===== src/logic/sfsr_map.svh =====
// Register offsets, field positions and reset values of the fault status bank
//
// Function
// Supply fault status bits 0..6 show live detector faults; bit 7 reserved.
// Input/watchdog status bit 4 is high while watchdog timeout has elapsed.
// Input/watchdog status bits 0..3 show general inputs 1..4; bits 7..5 zero.
// Output status low bits 0..7 show programmable outputs 1..8.
// Output status high bit 0 shows programmable output 9; rest reserved.
// All status, fault log and mask registers reset to zero.
// Summary flag, supply log bit 7, sets on any logged change.
// Supply log bits 0..6 record faults on the seven supplies.
// Input log bits 0..3 set when general inputs changed since last read.
// Input log bit 4 set when watchdog level changed; bits 7..5 zero.
// Read/write supply mask; set bit stops logging that supply; bit 7 unused.
// Second mask register covers general inputs and watchdog logging.
// Once summary flag is high, both fault logs freeze until read.
// Reading the input/watchdog log clears summary flag; host reads it last.
// Set mask bit holds log bit at zero; summary flag unmaskable.
// Second mask: bit 4 watchdog, bits 0..3 general inputs, 7..5 unused.
// Reserved bits read zero; writes to read-only registers are ignored.
// Live sources sampled each cycle, compared against values at last read.
`ifndef SFSR_MAP_SVH
`define SFSR_MAP_SVH

// ===========================================================
// Register offsets
`define SFSR_OFS_SUP_MASK 8'h9d
`define SFSR_OFS_IW_MASK 8'h9e
`define SFSR_OFS_SUP_STAT 8'hda
`define SFSR_OFS_IW_STAT 8'hdb
`define SFSR_OFS_SUP_LOG 8'hdc
`define SFSR_OFS_IW_LOG 8'hdd
`define SFSR_OFS_OUT_LO 8'hde
`define SFSR_OFS_OUT_HI 8'hdf

// ===========================================================
// Field positions
`define SFSR_FLAG_BIT 7
`define SFSR_WDOG_BIT 4

// ===========================================================
// Reset values
`define SFSR_RST_BYTE 8'h00
`define SFSR_RST_SUP 7'h00
`define SFSR_RST_IW 5'h00
`define SFSR_RST_OUT 9'h000

`endif


===== src/logic/sfsr_pkg.sv =====
// Types shared by the fault status bank modules
package sfsr_pkg;

  // Live monitored levels as sampled each enabled cycle
  typedef struct packed {
    logic [8:0] programmable_output;
    logic wdog;
    logic [3:0] general_input;
    logic [6:0] supply_fault_detector;
  } sfsr_status_t;

  // Both mask registers
  typedef struct packed {
    logic [4:0] iw;
    logic [6:0] sup;
  } sfsr_mask_t;

  // Register access request
  typedef struct packed {
    logic [7:0] addr;
    logic wr;
    logic rd;
    logic [7:0] wdata;
  } sfsr_req_t;

  typedef enum logic [1:0] {
    SFSR_ARMED = 2'b01,
    SFSR_FROZEN = 2'b10
  } sfsr_log_e;

  // Logger state
  typedef struct packed {
    sfsr_log_e mode;
    logic [6:0] ref_sup;
    logic [4:0] ref_iw;
    logic [6:0] log_sup;
    logic [4:0] log_iw;
    logic [7:0] rdata;
    logic ack;
  } sfsr_state_t;

endpackage


===== src/logic/sfsr_top.sv =====
// Fault status bank: live status, latched fault logs, masks, register port
`timescale 1ns/1ps
`default_nettype none
`include "sfsr_map.svh"

module sfsr_top
  import sfsr_pkg::*;
(
  input wire logic CLK_I,                    // Device clock, 250 MHz
  input wire logic SYS_RST_I,                // Synchronous reset, high
  input wire logic CE_I,                     // Clock enable
  input wire logic [6:0] SUPPLY_FAULT_DETECTOR_I, // Detector outputs
  input wire logic WATCHDOG_INPUT_I,         // Watchdog timeout elapsed
  input wire logic [3:0] GENERAL_INPUT_I,    // General input levels
  input wire logic [8:0] PROGRAMMABLE_OUTPUT_I, // Output driven levels
  input wire logic [7:0] REG_ADDR_I,         // Register offset
  input wire logic REG_WR_I,                 // Write strobe
  input wire logic REG_RD_I,                 // Read strobe
  input wire logic [7:0] REG_WDATA_I,        // Write data
  output logic [7:0] REG_RDATA_O,            // Read data
  output logic REG_ACK_O,                    // Access done pulse
  output logic SUMMARY_FAULT_FLAG_O          // Summary fault flag level
);

  // ===========================================================
  // Submodules
  sfsr_status_t raw;
  sfsr_status_t live;
  sfsr_mask_t mask;
  sfsr_req_t req;

  assign raw = '{programmable_output: PROGRAMMABLE_OUTPUT_I, wdog: WATCHDOG_INPUT_I,
                 general_input: GENERAL_INPUT_I, supply_fault_detector: SUPPLY_FAULT_DETECTOR_I};
  assign req = '{addr: REG_ADDR_I, wr: REG_WR_I, rd: REG_RD_I,
                 wdata: REG_WDATA_I};

  sfsr_sampler u_sampler (
    .clk_i(CLK_I),
    .rst_i(SYS_RST_I),
    .ce_i(CE_I),
    .raw_i(raw),
    .live_o(live)
  );

  sfsr_mask_bank u_masks (
    .clk_i(CLK_I),
    .rst_i(SYS_RST_I),
    .ce_i(CE_I),
    .req_i(req),
    .mask_o(mask)
  );

  // ===========================================================
  // Functions
  function automatic logic [7:0] pad7(input logic [6:0] v);
    pad7 = {1'b0, v};
  endfunction

  function automatic logic [7:0] pad5(input logic [4:0] v);
    pad5 = {3'b000, v};
  endfunction

  // Live input/watchdog byte: watchdog in bit 4, inputs in 3..0
  function automatic logic [4:0] iw_of(input sfsr_status_t s);
    iw_of = {s.wdog, s.general_input};
  endfunction

  // Offsets of the two writable mask registers
  function automatic logic is_mask_ofs(input logic [7:0] a);
    is_mask_ofs = a == `SFSR_OFS_SUP_MASK || a == `SFSR_OFS_IW_MASK;
  endfunction

  // Offsets that return register contents on a read
  function automatic logic is_mapped(input logic [7:0] a);
    is_mapped = is_mask_ofs(a) || (a >= `SFSR_OFS_SUP_STAT &&
                a <= `SFSR_OFS_OUT_HI);
  endfunction

  // ===========================================================
  // Change detection
  sfsr_state_t st;
  sfsr_state_t next_st;
  logic [6:0] chg_sup;
  logic [4:0] chg_iw;
  logic any_chg;
  logic clr;

  always_comb begin
    chg_sup = (live.supply_fault_detector ^ st.ref_sup) & ~mask.sup;
    chg_iw = (iw_of(live) ^ st.ref_iw) & ~mask.iw;
    any_chg = |{chg_sup, chg_iw};
    clr = req.rd && req.addr == `SFSR_OFS_IW_LOG &&
          st.mode == SFSR_FROZEN;
  end

  // ===========================================================
  // Read multiplexer
  logic [7:0] rd_val;

  always_comb begin
    case (req.addr)
      `SFSR_OFS_SUP_MASK: rd_val = pad7(mask.sup);
      `SFSR_OFS_IW_MASK: rd_val = pad5(mask.iw);
      `SFSR_OFS_SUP_STAT: rd_val = pad7(live.supply_fault_detector);
      `SFSR_OFS_IW_STAT: rd_val = pad5(iw_of(live));
      `SFSR_OFS_SUP_LOG: begin
        rd_val = pad7(st.log_sup & ~mask.sup);
        rd_val[`SFSR_FLAG_BIT] = st.mode == SFSR_FROZEN;
      end
      `SFSR_OFS_IW_LOG: rd_val = pad5(st.log_iw & ~mask.iw);
      `SFSR_OFS_OUT_LO: rd_val = live.programmable_output[7:0];
      `SFSR_OFS_OUT_HI: rd_val = {7'h00, live.programmable_output[8]};
      default: rd_val = `SFSR_RST_BYTE;
    endcase
  end

  // ===========================================================
  // Logger and register port state
  always_comb begin
    next_st = st;
    next_st.ack = 1'b0;
    if (CE_I) begin
      next_st.ack = req.rd || req.wr;
      if (req.rd) begin
        next_st.rdata = rd_val;
      end
      case (st.mode)
        SFSR_ARMED: begin
          // Supply log tracks live state and input log tracks changes until a change freezes them
          next_st.log_sup = live.supply_fault_detector & ~mask.sup;
          next_st.log_iw = chg_iw;
          if (any_chg) begin
            next_st.mode = SFSR_FROZEN;
          end
        end
        SFSR_FROZEN: begin
          // Contents held; only the input/watchdog log read releases
          if (clr) begin
            next_st.mode = SFSR_ARMED;
            next_st.ref_sup = live.supply_fault_detector;
            next_st.ref_iw = iw_of(live);
            next_st.log_sup = `SFSR_RST_SUP;
            next_st.log_iw = `SFSR_RST_IW;
          end
        end
        default: begin
          next_st.mode = SFSR_ARMED;
        end
      endcase
    end
  end

  always_ff @(posedge CLK_I) begin
    if (SYS_RST_I) begin
      st <= '{mode: SFSR_ARMED, ref_sup: `SFSR_RST_SUP,
              ref_iw: `SFSR_RST_IW, log_sup: `SFSR_RST_SUP,
              log_iw: `SFSR_RST_IW, rdata: `SFSR_RST_BYTE,
              ack: 1'b0};
    end else begin
      st <= next_st;
    end
  end

  // Writes reach only the mask bank; all other offsets drop them
  assign REG_RDATA_O = st.rdata;
  assign REG_ACK_O = st.ack;
  assign SUMMARY_FAULT_FLAG_O = st.mode == SFSR_FROZEN;
endmodule
`default_nettype wire


===== src/logic/sfsr_sampler.sv =====
// Samples the live monitored levels once per enabled cycle
`timescale 1ns/1ps
`default_nettype none
`include "sfsr_map.svh"

module sfsr_sampler
  import sfsr_pkg::*;
(
  input wire logic clk_i,             // Device clock
  input wire logic rst_i,             // Synchronous reset
  input wire logic ce_i,              // Clock enable
  input wire sfsr_status_t raw_i,     // Raw live levels
  output sfsr_status_t live_o         // Registered live levels
);

  sfsr_status_t st;
  sfsr_status_t next_st;

  always_comb begin
    next_st = st;
    if (ce_i) begin
      next_st = raw_i;
    end
  end

  always_ff @(posedge clk_i) begin
    if (rst_i) begin
      st <= '{programmable_output: `SFSR_RST_OUT, wdog: 1'b0, general_input: 4'h0,
              supply_fault_detector: `SFSR_RST_SUP};
    end else begin
      st <= next_st;
    end
  end

  assign live_o = st;

endmodule
`default_nettype wire


===== src/logic/sfsr_mask_bank.sv =====
// The two read/write error mask registers
`timescale 1ns/1ps
`default_nettype none
`include "sfsr_map.svh"

module sfsr_mask_bank
  import sfsr_pkg::*;
(
  input wire logic clk_i,             // Device clock
  input wire logic rst_i,             // Synchronous reset
  input wire logic ce_i,              // Clock enable
  input wire sfsr_req_t req_i,        // Register access request
  output sfsr_mask_t mask_o           // Current masks
);

  sfsr_mask_t st;
  sfsr_mask_t next_st;

  always_comb begin
    next_st = st;
    if (ce_i && req_i.wr) begin
      if (req_i.addr == `SFSR_OFS_SUP_MASK) begin
        next_st.sup = req_i.wdata[6:0];
      end
      if (req_i.addr == `SFSR_OFS_IW_MASK) begin
        next_st.iw = req_i.wdata[4:0];
      end
    end
  end

  always_ff @(posedge clk_i) begin
    if (rst_i) begin
      st <= '{iw: `SFSR_RST_IW, sup: `SFSR_RST_SUP};
    end else begin
      st <= next_st;
    end
  end

  assign mask_o = st;

endmodule
`default_nettype wire


===== config.mk =====
export PLATFORM = sky130hd
export DESIGN_NAME = sfsr_top
export DESIGN_NICKNAME = d
export VERILOG_FILES = /design/src/logic/sfsr_pkg.sv /design/src/logic/sfsr_top.sv /design/src/logic/sfsr_sampler.sv /design/src/logic/sfsr_mask_bank.sv
export VERILOG_INCLUDE_DIRS = /design/src /design/src/logic
export SDC_FILE = /design/constraint.sdc
export NUM_CORES = 1
export LEC_CHECK = 0
export BUFFER_PORTS_ARGS = -buffer_cell sky130_fd_sc_hd__buf_2
export CELL_PAD_IN_SITES_DETAIL_PLACEMENT = 0
export CELL_PAD_IN_SITES_GLOBAL_PLACEMENT = 1
export CORE_ASPECT_RATIO = 2
export CORE_MARGIN = 2
export CORE_UTILIZATION = 41
export CTS_BUF_LIST = sky130_fd_sc_hd__clkbuf_8
export DETAILED_ROUTE_END_ITERATION = 6
export PLACE_DENSITY_LB_ADDON = 0.1
export RECOVER_POWER = 25
export SETUP_SLACK_MARGIN = 0.15
export SYNTH_ARGS = -nofsm -noshare
export SYNTH_HDL_FRONTEND = slang
export SYNTH_HIERARCHICAL = 1
export SYNTH_SLANG_ARGS = --single-unit

===== constraint.sdc =====
create_clock -name CLK_I -period 1.65 [get_ports CLK_I]
set_clock_uncertainty 0.15 [all_clocks]
set_input_delay 0.0825 -clock CLK_I [delete_from_list [all_inputs] [get_ports CLK_I]]
set_output_delay 0.0825 -clock CLK_I [all_outputs]
set_load 0.05 [all_outputs]

==> impl_metrics.yaml <==
floorplan:
  start_util_pct: 41.7
  io_pins: 52
  die-area_sq_um: 9100
  core_area_sq_um: 8170
  num_rows: 47
  chipWidth_um: 68.4
  die_h_um: 133
placement:
  place_congestion: 0.836
  io_buffers: 50
  hpwl_um: 7380
worst_setup_path:
  timing.rr.end: "st[9]$_SDFFE_PP0P_"
  crit_path_end_kind: "register"
  reg2reg_depth: 5
  path_cells: "and3b_1 > nand4_1 > a21bo_2 > or4_1 > a21oi_2"
  path_buf_inv: 0
  arrival_ps: 1860
  crit_family: "simple AND/OR/NAND/NOR gates"
  path_depth: 5
  crit_path_max_fanout: 6
  crit_slowest_cell: "or4_1"
  slowest_delay_ps: 490
  rrSetupSlack_ps: -70
  path_class: "register to register"
  r2r-start: "st[33]$_SDFFE_PP1P_"
  worst_setup_path_start_kind: "register"
  worstPathRequired_ps: 1790
power:
  clkPwrFrac_pct: 41.0
  p_int_mw: 3.05
  switchingPower_mw: 1.02
  pwr-share-comb_pct: 16.2
  max-vdd-ir-drop_v: 0.000752
  p_leak_nw: 2.16
  p_per_area_nw_per_um2: 850
  p_seq_share_pct: 42.8
  total_power_mw: 4.07
  swShare_pct: 25.0
logic_synthesis:
  yosys_most_used_dff: "dfxtp_1"
  synth-edff-count: 0
  synth_warnings: 6
  ys_seq_elements: 68
  syn-instance-count: 356
  async_reset_ff_share_pct: 0
  synth_cell_type_count: 51
  synth_area_per_cell_sq_um: 9.57
  yosysSeqAreaShare_pct: 40.0
  netlist_area_sq_um: 3410
  synth_fp_nets: 398
detailed_routing:
  remaining_drc_errors: 0
  wl_um: 10200
  wl_per_cell_um: 17.4
  via_per_inst: 5.16
  drt-initial-drc-count: 147
  drtAntennaViolNets: 0
  vias: 3002
  drtPass1Iterations: 4
global_route:
  use_met2_pct: 42.2
  grt_pass1_wl_um: 15400
  antenna_found_initial: 0
  grt_use_met1_pct: 26.4
  first_global_vias: 2973
  grt_max_degree: 46
  grt_util_met3_pct: 3.66
  track_usage_pct: 23.7
  top_usage_layer: "met2"
  grt_overflow: 0
layout:
  final_net_count: 521
  drive_gt1_share_pct: 31.8
  layout_common_cells: "61 x dfxtp_1, 59 x mux2i_1, 49 x buf_4, 48 x nor2_1, 48 x buf_2"
  fillerInstances: 731
  area_growth_syn_to_layout_pct: 40.4
  diodes: 0
  post-route-util_pct: 58.5
  final_common_cell: "dfxtp_1"
clock_tree:
  ctsLongestPathBuffers: 2
  root_buffer: "clkbuf_8"
  clk_latency_ps: 360
  cts_buffers: 9
  clk_pin_slew_ps: 80
  clock-sinks: 68
  htreeDepth: 3
  cts_tree: "built"
hold_path:
  min_from: "REG_ADDR_I[6]"
  hold_end: "REG_RDATA_O[7]$_SDFFE_PP0P_"
  holdPathStages: 4
  min_path_type: "primary input to register"
timing:
  slew_headroom_pct: 68.4
  worst_slack_ps: -66.7
  min_period_over_period_pct: 104
  post-route-min-period_ps: 1720
  max_freq_mhz: 583
  drv_slew: 0
  tightestPinTransition_ps: 474
  rsz0062_at_grt: "true"
  setup_viol: 12
  hold_viol: 0
  whs_ps: 43.9
outcome:
  violations: "negative setup slack"
  status: "complete, but fails checks"
job:
  cap_violations: 0
-- metal layers --
| layer | up-vias | part of all wire (%) |
|---|---|---|
| met2 | 50 | 56 |
| li1 | 1507 | - |
| met3 | 16 | 2.4 |
| met4 | 0 | 2.4 |
| met5 | - | 0 |
| met1 | 1429 | 39 |
-- per-stage QoR --
step	TNS [ps]	area, sq um	instances	worst slack (ps)
2_1_floorplan	0	3430	356	56.2
3_3_place_gp	-175	4020	526	-83.8
3_5_place_dp	-215	4020	526	-80.2
4_1_cts	-79.0	4650	577	-42.2
5_1_grt	-1600	4780	582	-161
6_report	-269	4780	582	-66.7
-- cells by family after synthesis --
group                     synth area share, %
buffers and inverters                    5.84
and+or+nand+nor                          22.0
muxes                                    18.3
DFF                                      40.0
AOI/OAI and AO/OA                        10.5
xor gates and xnor gates                 3.34
-- area by class of cell --
type                            count  area [sq um]  share of cell area, %
Sequential cell                    68          1380                   28.8
Tap cell                           98           123                   2.56
Inverter                            4          17.5                  0.366
Multi-Input combinational cell    256          1940                   40.5
Clock inverter                      7           114                   2.38
Clock buffer                        9           124                   2.59
Timing Repair Buffer              140          1090                   22.8
-- sequential cells by signal (all words and copies together) (netlist names) --
register	count
REG_RDATA_O	8
REG_ACK_O	1
u_masks/mask_o	12
st	26
u_sampler/live_o	21
-- synth_stat cells, types with 2 or more instances --
library cell / count / share of area, %
buf_2: 5 / 0.73
o22ai_1: 5 / 0.92
nor2_1: 51 / 5.6
inv_1: 3 / 0.33
and3b_1: 3 / 0.77
nand2b_1: 23 / 4.2
a32oi_1: 4 / 1.0
buf_6: 2 / 0.66
nand4_1: 5 / 0.92
o211ai_1: 5 / 1.1
buf_4: 9 / 2.0
a221oi_1: 2 / 0.51
nor2b_1: 4 / 0.73
xnor2_1: 12 / 3.1
a21oi_1: 9 / 1.3
nand3_1: 9 / 1.3
a211o_1: 2 / 0.51
or4_1: 3 / 0.66
dfxtp_1: 68 / 40
nor3_1: 3 / 0.44
o21a_1: 4 / 0.88
mux2i_1: 59 / 17
nor3b_1: 11 / 2.4
a22o_1: 10 / 2.6
buf_8: 2 / 0.88
o21ai_0: 3 / 0.44
clkbuf_1: 9 / 0.99
nand2_1: 8 / 0.88
-- how the worst max path moves through the flow --
stage / startpoint / to / slack, ps
6_report: st[33]$_SDFFE_PP1P_ / st[9]$_SDFFE_PP0P_ / -70
5_1_grt: st[33]$_SDFFE_PP1P_ / st[11]$_SDFFE_PP0P_ / -160
4_1_cts: st[33]$_SDFFE_PP1P_ / st[11]$_SDFFE_PP0P_ / -40
3_5_place_dp: st[26]$_SDFFE_PP0P_ / st[33]$_SDFFE_PP1P_ / -80
3_3_place_gp: st[26]$_SDFFE_PP0P_ / st[33]$_SDFFE_PP1P_ / -80
2_1_floorplan: st[34]$_SDFFE_PP0P_ / st[9]$_SDFFE_PP0P_ / 60
-- power by group through the flow --
stage	logic, mW	clock network (mW)	registers [mW]
2_1_floorplan	0.309	0	1.78
3_3_place_gp	0.547	0	1.78
3_5_place_dp	0.551	0	1.78
4_1_cts	0.635	1.70	1.75
5_1_grt	0.711	1.77	1.75
6_report	0.658	1.67	1.74
-- what timing repair did --
item / 4_1_cts / 5_1_grt
pin swaps: 3 / 10
hold endpoints to repair: 39 / 0
resized for setup: 11 / 22
hold buffers: 32 / 0
buffers inserted: 3 / 4
gates cloned: 0 / 1
setup endpoints to repair: 28 / 29
-- worst reg2reg max path: stages, from the launching register on --
cell,delay [ps]
dfxtp_2,330
and3b_1,210
nand4_1,90
a21bo_2,270
or4_1,490
a21oi_2,120
(Power assumes the default switching activity.)
